$ cat config.mk
export PLATFORM = sky130hd
export DESIGN_NAME = wwt_top
export DESIGN_NICKNAME = d
export VERILOG_FILES = /design/src/logic/wwt_top.v
export VERILOG_INCLUDE_DIRS = /design/src /design/src/logic
export SDC_FILE = /design/constraint.sdc
export NUM_CORES = 1
export LEC_CHECK = 0
export BUFFER_PORTS_ARGS = -buffer_cell sky130_fd_sc_hd__buf_2
export CORE_MARGIN = 2
export CORE_UTILIZATION = 43
export CTS_CLUSTER_DIAMETER = 80
export DETAILED_ROUTE_END_ITERATION = 7
export GPL_TIMING_DRIVEN = 0
export PLACE_DENSITY = 0.67
export SYNTH_ARGS = -nofsm -noshare
export SYNTH_HDL_FRONTEND = slang
export SYNTH_SLANG_ARGS = --single-unit
$ cat constraint.sdc
create_clock -name core_clk -period 5.74 [get_ports core_clk]
set_input_delay 0.287 -clock core_clk [delete_from_list [all_inputs] [get_ports core_clk]]
set_output_delay 0.287 -clock core_clk [all_outputs]
set_load 0.01 [all_outputs]
$ cat src/logic/wwt_consts.vh
`ifndef WWT_CONSTS_VH
`define WWT_CONSTS_VH
// Register byte offsets
`define WWT_CTRL_OFS                  8'h00
`define WWT_CONFIG_OFS                8'h04
`define WWT_EARLY_WARNING_CONTROL_OFS 8'h08
`define WWT_IRQ_ENABLE_CLEAR_OFS      8'h0c
`define WWT_IRQ_ENABLE_SET_OFS        8'h10
`define WWT_IRQ_STATUS_OFS            8'h14
`define WWT_SERVICE_OFS               8'h18
`define WWT_COUNT_OFS                 8'h1c
// Field positions
`define WWT_CTRL_ENABLE_BIT           0
`define WWT_CTRL_WINDOW_BIT           1
`define WWT_OPEN_PERIOD_LSB           0
`define WWT_CLOSED_PERIOD_LSB         4
`define WWT_EARLY_WARNING_BIT         0
// Reset values
`define WWT_CTRL_RST                  2'h0
`define WWT_CONFIG_RST                8'hbb
`define WWT_EARLY_WARNING_CTRL_RST    4'hb
`define WWT_IRQ_ENABLE_RST            1'h0
// Service key
`define WWT_SERVICE_KEY               8'ha5
// Timing: period base 8 ms doubled per setting, settings 0..11
`define WWT_PERIOD_BASE_MS            16'h0008
`define WWT_PERIOD_SEL_MAX            4'hb
`define WWT_TICK_US                   1000
`define WWT_CLK_MHZ                   50
`define WWT_TICK_CYCLES               (`WWT_TICK_US * `WWT_CLK_MHZ)
`endif

$ cat src/logic/wwt_top.v
// The Avalon-MM slave port and the register addresses were left to the implementer.
`timescale 1ns/1ps
// Contract
// [RULE1] Reset issued when period elapses unserviced
// [RULE2] Key 0xA5 restarts the period
// [RULE3] Any other service value resets immediately
// [RULE4] Twelve periods from 8 ms to 16 s
// [RULE5] Early warning enable off after reset
// [RULE6] Enable clear also visible in set
// [RULE7] Normal mode warning at programmed offset
// [RULE8] Window mode accepts key only when open
// [RULE9] Key during closed window resets system
// [RULE10] Window timeout is closed plus open
// [RULE11] Closed from window field, open from period
// [RULE12] Window mode warning when window opens
// [RULE13] Mode bit selects normal or window
`include "wwt_consts.vh"

module wwt_top #(
  parameter TICK_CYCLES = `WWT_TICK_CYCLES
) (
  input  wire        core_clk,
  input  wire        rst,
  input  wire [7:0]  address,
  input  wire        read,
  input  wire        write,
  input  wire [31:0] writedata,
  input  wire [3:0]  byteenable,
  output reg  [31:0] readdata,
  output wire        waitrequest,
  output wire        irq,
  output wire        sys_reset_req
);

  ////////////////////////////////////////////////////////////////////////////
  localparam [3:0] ST_IDLE   = 4'h1;
  localparam [3:0] ST_CLOSED = 4'h2;
  localparam [3:0] ST_OPEN   = 4'h4;
  localparam [3:0] ST_FIRED  = 4'h8;

  reg         ack_ff;
  reg  [1:0]  ctrl_ff;
  reg  [7:0]  config_ff;
  reg  [3:0]  warn_ofs_ff;
  reg         warn_en_ff;
  reg         warn_stat_ff;
  reg  [3:0]  state_ff;
  reg  [3:0]  nxt_state;
  reg  [15:0] ms_cnt_ff;
  reg  [15:0] nxt_ms_cnt;
  reg  [31:0] pre_cnt_ff;
  reg         reset_req_ff;
  reg         nxt_reset_req;
  reg         warn_evt;

  wire        req;
  wire        take;
  wire        wr_take;
  wire        rd_take;
  wire        wr_lo;
  wire [7:0]  wbyte;
  wire        enable;
  wire        window_mode;
  wire [3:0]  open_sel_raw;
  wire [3:0]  closed_sel_raw;
  wire [3:0]  open_sel;
  wire [3:0]  closed_sel;
  wire [3:0]  warn_sel;
  wire [15:0] open_len;
  wire [15:0] closed_len;
  wire [15:0] warn_len;
  wire [15:0] ms_inc;
  wire        tick;
  wire        svc_wr;
  wire        key_ok;
  wire        restart;

  ////////////////////////////////////////////////////////////////////////////
  // Avalon slave: one wait cycle per access
  assign req         = read | write;
  assign waitrequest = req & ~ack_ff;
  assign take        = req & ack_ff;
  assign wr_take     = take & write;
  assign rd_take     = take & read;
  assign wr_lo       = wr_take & byteenable[0];
  assign wbyte       = writedata[7:0];

  always @(posedge core_clk)
  begin
    if (rst)
      ack_ff <= 1'b0;
    else
      ack_ff <= req & ~ack_ff;
  end

  // Read data captured in the wait cycle, stands at the taking edge
  always @(posedge core_clk)
  begin
    if (rst)
      readdata <= 32'h0000_0000;
    else if (read & ~ack_ff)
    begin
      case (address)
        `WWT_CTRL_OFS:                  readdata <= {30'h0, ctrl_ff};
        `WWT_CONFIG_OFS:                readdata <= {24'h0, config_ff};
        `WWT_EARLY_WARNING_CONTROL_OFS: readdata <= {28'h0, warn_ofs_ff};
        // Both enable views show the same flop
        `WWT_IRQ_ENABLE_CLEAR_OFS:      readdata <= {31'h0, warn_en_ff};
        `WWT_IRQ_ENABLE_SET_OFS:        readdata <= {31'h0, warn_en_ff};
        `WWT_IRQ_STATUS_OFS:            readdata <= {31'h0, warn_stat_ff};
        `WWT_COUNT_OFS:                 readdata <= {16'h0, ms_cnt_ff};
        default:                        readdata <= 32'h0000_0000;
      endcase
    end
  end

  ////////////////////////////////////////////////////////////////////////////
  // Control registers
  assign enable      = ctrl_ff[`WWT_CTRL_ENABLE_BIT];
  // [RULE13] mode select bit
  assign window_mode = ctrl_ff[`WWT_CTRL_WINDOW_BIT];

  always @(posedge core_clk)
  begin
    if (rst)
    begin
      ctrl_ff     <= `WWT_CTRL_RST;
      config_ff   <= `WWT_CONFIG_RST;
      warn_ofs_ff <= `WWT_EARLY_WARNING_CTRL_RST;
    end
    else if (wr_lo)
    begin
      case (address)
        `WWT_CTRL_OFS:                  ctrl_ff     <= wbyte[1:0];
        `WWT_CONFIG_OFS:                config_ff   <= wbyte;
        `WWT_EARLY_WARNING_CONTROL_OFS: warn_ofs_ff <= wbyte[3:0];
        default:                        ctrl_ff     <= ctrl_ff;
      endcase
    end
  end

  // [RULE5] enable off after reset, set by 1
  // [RULE6] clear register drops the same flop
  always @(posedge core_clk)
  begin
    if (rst)
      warn_en_ff <= `WWT_IRQ_ENABLE_RST;
    else if (wr_lo && address == `WWT_IRQ_ENABLE_SET_OFS && wbyte[`WWT_EARLY_WARNING_BIT])
      warn_en_ff <= 1'b1;
    else if (wr_lo && address == `WWT_IRQ_ENABLE_CLEAR_OFS && wbyte[`WWT_EARLY_WARNING_BIT])
      warn_en_ff <= 1'b0;
  end

  // Sticky status; a new event beats the clearing read
  always @(posedge core_clk)
  begin
    if (rst)
      warn_stat_ff <= 1'b0;
    else if (warn_evt)
      warn_stat_ff <= 1'b1;
    else if (rd_take && address == `WWT_IRQ_STATUS_OFS)
      warn_stat_ff <= 1'b0;
  end

  // Level output, drops on read clear or mask
  assign irq = warn_stat_ff & warn_en_ff;

  ////////////////////////////////////////////////////////////////////////////
  // [RULE4] period settings clamped to twelve steps
  assign open_sel_raw   = config_ff[`WWT_OPEN_PERIOD_LSB +: 4];
  // [RULE11] closed length from window field
  assign closed_sel_raw = config_ff[`WWT_CLOSED_PERIOD_LSB +: 4];
  // Clamp holds settings 12..15 at the longest period
  assign open_sel   = (open_sel_raw > `WWT_PERIOD_SEL_MAX) ? `WWT_PERIOD_SEL_MAX : open_sel_raw;
  assign closed_sel = (closed_sel_raw > `WWT_PERIOD_SEL_MAX) ? `WWT_PERIOD_SEL_MAX : closed_sel_raw;
  assign warn_sel   = (warn_ofs_ff > `WWT_PERIOD_SEL_MAX) ? `WWT_PERIOD_SEL_MAX : warn_ofs_ff;
  assign open_len   = `WWT_PERIOD_BASE_MS << open_sel;
  assign closed_len = `WWT_PERIOD_BASE_MS << closed_sel;
  assign warn_len   = `WWT_PERIOD_BASE_MS << warn_sel;
  assign ms_inc     = ms_cnt_ff + 16'h0001;

  // Service decode
  assign svc_wr  = wr_lo && (address == `WWT_SERVICE_OFS);
  // [RULE2] key compare
  assign key_ok  = (wbyte == `WWT_SERVICE_KEY);
  // [RULE8] key counts when open
  assign restart = svc_wr & key_ok & (state_ff == ST_OPEN);

  ////////////////////////////////////////////////////////////////////////////
  // Millisecond prescaler, realigned on each new period
  assign tick = (pre_cnt_ff == TICK_CYCLES - 1);

  always @(posedge core_clk)
  begin
    if (rst || !enable || restart || state_ff == ST_IDLE)
      pre_cnt_ff <= 32'h0000_0000;
    else if (tick)
      pre_cnt_ff <= 32'h0000_0000;
    else
      pre_cnt_ff <= pre_cnt_ff + 32'h0000_0001;
  end

  ////////////////////////////////////////////////////////////////////////////
  // Period state machine
  always @*
  begin
    nxt_state     = state_ff;
    nxt_ms_cnt    = ms_cnt_ff;
    nxt_reset_req = reset_req_ff;
    warn_evt      = 1'b0;
    case (state_ff)
      ST_IDLE:
      begin
        nxt_ms_cnt = 16'h0000;
        if (enable)
          nxt_state = window_mode ? ST_CLOSED : ST_OPEN;
      end
      ST_CLOSED:
      begin
        if (tick)
          nxt_ms_cnt = ms_inc;
        // [RULE10] closed phase then open phase
        if (tick && ms_inc == closed_len)
        begin
          nxt_state  = ST_OPEN;
          nxt_ms_cnt = 16'h0000;
          // [RULE12] warning as window opens
          warn_evt   = 1'b1;
        end
      end
      ST_OPEN:
      begin
        if (tick)
          nxt_ms_cnt = ms_inc;
        // [RULE7] normal mode warning at offset
        if (tick && !window_mode && ms_inc == warn_len && warn_len < open_len)
          warn_evt = 1'b1;
        // [RULE1] unserviced period ends in reset
        if (tick && ms_inc == open_len)
        begin
          nxt_state     = ST_FIRED;
          nxt_reset_req = 1'b1;
        end
      end
      ST_FIRED:
        nxt_reset_req = 1'b1;
      default:
        nxt_state = ST_IDLE;
    endcase
    if (!enable && state_ff != ST_FIRED)
    begin
      nxt_state  = ST_IDLE;
      nxt_ms_cnt = 16'h0000;
    end
    // Bad key acts even while disabled
    if (svc_wr && state_ff != ST_FIRED)
    begin
      if (!key_ok)
      begin
        // [RULE3] wrong value, immediate reset
        nxt_state     = ST_FIRED;
        nxt_reset_req = 1'b1;
      end
      else if (state_ff == ST_CLOSED)
      begin
        // [RULE9] service while closed resets
        nxt_state     = ST_FIRED;
        nxt_reset_req = 1'b1;
      end
      else if (restart)
      begin
        // [RULE2] valid key restarts period
        // [RULE8] accepted only in open phase
        nxt_state  = window_mode ? ST_CLOSED : ST_OPEN;
        nxt_ms_cnt = 16'h0000;
        warn_evt   = 1'b0;
        // Key landing on the expiring edge still counts
        nxt_reset_req = reset_req_ff;
      end
    end
  end

  ////////////////////////////////////////////////////////////////////////////
  // Phase and reset request registers
  always @(posedge core_clk)
  begin
    if (rst)
    begin
      state_ff     <= ST_IDLE;
      ms_cnt_ff    <= 16'h0000;
      reset_req_ff <= 1'b0;
    end
    else
    begin
      state_ff     <= nxt_state;
      ms_cnt_ff    <= nxt_ms_cnt;
      reset_req_ff <= nxt_reset_req;
    end
  end

  // Held until the system reset comes back on rst
  assign sys_reset_req = reset_req_ff;

endmodule // wwt_top

==> metrics.md <==
| Metric | Value |
|---|---|
| Status | completed |
| Crit path DAT | 3700 ps |
| Largest family of logic cells by synthesized area | simple AND/OR/NAND/NOR gates |
| FF/Latch Area | 1720 um2 |
| Max incr delay on CP | about 590 ps |
| 1st-iter DRT viols | 377 |
| Min-delay src | writedata[5] |
| Worst path required time | 5980 ps |
| Crit-path max FO | 10 |
| Cell leakage power | 2.47 nW |
| Core area | between 10000 and 15000 um2 |
| Number of global-route vias before repair | 5151 |
| Setup TNS | 0 ps |
| Most common cell in the synthesized netlist | nor2_1 |
| Reg2reg start | ms_cnt_ff[0]$_SDFF_PP0_ |
| TritonCTS clock tree | done |
| Routability congestion estimate | 0.971 |
| Antenna diodes | 0 |
| Area share of xor/xnor cells in the synthesized design | 11.6% |
| Remaining global-route overflow | 0 |
| Fin Clk Skew | 8.92 ps |
| Crit Path Category | register to register |
| RSZ-0062 raised after global routing | false |
| Fin nets | 895 |
| Clock buffer depth | 2 |
| Initial antenna violation count | 0 |
| Rel. slew slack | 49.6% |
| Reg2Reg Setup Slack | between 2000 and 2500 ps |
| Largest cells by area after synthesis | dfxtp_1 29%, nor2_1 7.5%, xnor2_1 5.3%, xor2_1 5.1%, nand2_1 4.4% |
| Final HPWL DP | 12100 um |
| Skew-Pair Late Insertion Delay | 350 ps |
| Simple-Gate Fraction of Synth Area | approximately 34% |
| YS warnings | 0 |
| Hold Path Class | input port to register |
| Layout cells sized above 1 | 12.6% |
| Ys async rst share | 0% |
| Die X | 122 um |
| Register area share after synthesis | 28.9% |
| Peak VDD IR | roughly 0.00011 V |
| Post-CTS Hold Buffers | 0 |
| Total of max-cap violations | 0 |
| Final setup viols | 0 |
| Hold path endpoint | config_ff[5]$_SDFFE_PP1P_ |
| Post-CTS Setup Repair Bufs | 0 |
| Syn_area_per_cell | 7.76 um2 |
| Max Freq | 289 MHz |
| Worst path cell trace | ha_1 -> buf_2 -> nand4_1 -> buf_2 -> o31ai_2 -> nand2_1 -> or4_4 -> a2111oi_2 -> o2111ai_1 -> nand2_1 -> buf_6 -> nor2_1 |
| FP Rows | 43 |
| Sink Count | 86 |
| Fillers | 1399 |
| Leading area contributor after synthesis | dfxtp_1 |
| Final slew viol count | 0 |
| Post-CTS sizing | 0 |
| Pwr dens | 178 nW/um2 |
| I/O Buffers | 37 |
| Area post-placement | approximately 6400 um2 |
| Final hold vios | 0 |
| Footprint of the multi-input gates | 3890 um2 |
| Total GRT Usage | 22.0% |
| Final min period | 3460 ps |
| DR pass1 iterations | 5 |
| Area grow syn2layout | 12.5% |
| Cells after synthesis | 768 |
| Synth Cell Area | between 5000 and 6000 um2 |
| IO Pins | 83 |
| Post-synthesis mux area share | about 2.7% |
| Min-Delay Path Depth | 3 |
| Vias | 5579 |
| Per-cell routed wire length | between 15 and 20 um |
| Cts bufs inserted | 9 |
| Cells on worst reg2reg path | 12 |
| Adder-cell share of the synthesized area | 3.15% |
| Synth Area in Compound Gates | 13.3% |
| Htree depth | 3 |
| Worst path bufs/invs | 3 |
| Share of the synthesized area in the top cell type | between 20 and 30% |
| CP delay by family, top | simple AND/OR/NAND/NOR gates |
| Drc violations | 0 |
| Predominant post-synthesis flop cell | dfxtp_1 |
| Crit. End Element | register |
| Yosys cell types | 74 |
| Ratio of final minimum period to clock period | about three fifths |
| Drt via density | 5.49 |
| Number of flops mapped to enable cells by yosys | 0 |
| CP max stage cell | dfxtp_1 |
| Die height | about 120 um |
| Routed WL | approximately 16000 um |
| Yosys reg bits | 86 |
| Synth top cells by count | 119 x nor2_1, 86 x dfxtp_1, 70 x nand2_1, 36 x xnor2_1, 35 x xor2_1 |
| Worst reg2reg path endpoint | ms_cnt_ff[13]$_SDFF_PP0_ |
| Final antenna-violating net count | 0 |
| Largest net degree at the start of global routing | 16 |
| Final instance area | 6700 um2 |
| Clk pin slew, worst setup/hold paths | approximately 70 ps |
| Initial Util | 43.4% |
| Die area | 14800 um2 |
| Worst slew pin tran | 749 ps |
| Global-route wire length before repair | roughly 26000 um |
| Worst Setup Start Kind | register |
| Root buf cell | clkbuf_16 |
-- final cells by class --
cell class                      instances  area share [%]
Sequential cell                        86            25.7
Clock inverter                          6           0.710
Clock buffer                            9            3.36
Timing Repair Buffer                   37            2.76
Multi-Input combinational cell        621            58.1
Inverter                               12           0.672
Buffer                                 65            5.30
Tap cell                              180            3.36
-- stage by stage --
step / power, mW / setup slack (ps) / hold slack (ps) / utilization, % / cells
final: 1.19 / 2280 / 171 / 48.8 / 1016
after global routing: 1.23 / 2050 / 170 / 48.8 / 1016
after detailed placement: 0.664 / 2310 / 433 / 46.8 / 1001
after CTS: 1.20 / 2300 / 164 / 48.8 / 1016
after global placement: 0.663 / 2270 / 427 / 46.8 / 1001
after floorplan: 0.646 / 2920 / 413 / - / 784
-- cell families (layout without fill, tap and decap cells) --
| kind of cell | count (synthesis) | after routing |
|---|---|---|
| flip-flops | 86 | 86 |
| AND/OR/NAND/NOR | 382 | 382 |
| adder cells (fa/ha/maj) | 15 | 15 |
| multiplexers | 16 | 16 |
| AO/OA/AOI/OAI | 116 | 116 |
| XOR/XNOR | 74 | 74 |
| other | 2 | 18 |
| buffers and inverters | 77 | 129 |
-- sequential cells by signal, summed over array words and instances, names as in the netlist --
signal,cells
pre_cnt_ff,32
readdata,16
warn_ofs_ff,4
sys_reset_req,1
ms_cnt_ff,16
ack_ff,1
warn_en_ff,1
warn_stat_ff,1
state_ff,4
ctrl_ff,2
config_ff,8
-- per-layer routing --
metal	track usage, %	share of wire (%)	vias to the layer above
met3	3.60	5.1	34
met5	0	0	-
met2	36.9	47	148
met4	10.3	3.0	0
li1	-	-	2809
met1	27.5	45	2588
-- report_power, final --
| part | internal, mW | switching (mW) |
|---|---|---|
| registers | 0.598 | 0.000960 |
| logic | 0.0210 | 0.0317 |
| clock network | 0.294 | 0.247 |
-- worst max-delay path by stage --
| stage | startpoint | end | slack (ps) | cells past startpoint |
|---|---|---|---|---|
| final | ms_cnt_ff[0]$_SDFF_PP0_ | ms_cnt_ff[13]$_SDFF_PP0_ | 2280 | 12 |
| after global placement | ms_cnt_ff[0]$_SDFF_PP0_ | ms_cnt_ff[13]$_SDFF_PP0_ | 2270 | 12 |
| after floorplan | ms_cnt_ff[0]$_SDFF_PP0_ | ms_cnt_ff[5]$_SDFF_PP0_ | 2920 | 12 |
| after detailed placement | ms_cnt_ff[0]$_SDFF_PP0_ | ms_cnt_ff[11]$_SDFF_PP0_ | 2310 | 12 |
| after CTS | ms_cnt_ff[0]$_SDFF_PP0_ | ms_cnt_ff[11]$_SDFF_PP0_ | 2300 | 12 |
| after global routing | ms_cnt_ff[0]$_SDFF_PP0_ | ms_cnt_ff[9]$_SDFF_PP0_ | 2050 | 12 |
-- cell usage in the layout (no fill, tap or decap), types with 4 or more instances in the layout --
cell type    n
a211oi_1     4
a21o_1       5
a21oi_1     30
a22oi_1      5
a31oi_1      7
and2_1       8
and3_1      13
and4_1       4
buf_2       42
buf_4       24
clkbuf_1    34
clkbuf_16    9
conb_1      18
dfxtp_1     86
ha_1        15
inv_1       12
mux2i_1     15
nand2_1     70
nand2b_1    23
nand3_1     30
nand3b_1     7
nand4_1     19
nor2_1     119
nor2b_1     13
nor3_1      22
nor4_1      11
nor4b_1      4
o2111ai_1    5
o21ai_0     21
o22ai_1      4
or3_1        8
or4_1        6
xnor2_1     36
xor2_1      35
-- worst reg2reg max path, cell delays in order (launching register included) --
cell	delay [ps]
dfxtp_1	590
ha_1	220
buf_2	210
nand4_1	170
buf_2	230
o31ai_2	270
nand2_1	140
or4_4	520
a2111oi_2	370
o2111ai_1	210
nand2_1	210
buf_6	170
nor2_1	60
No activity file was read; power rests on OpenSTA's default activity.
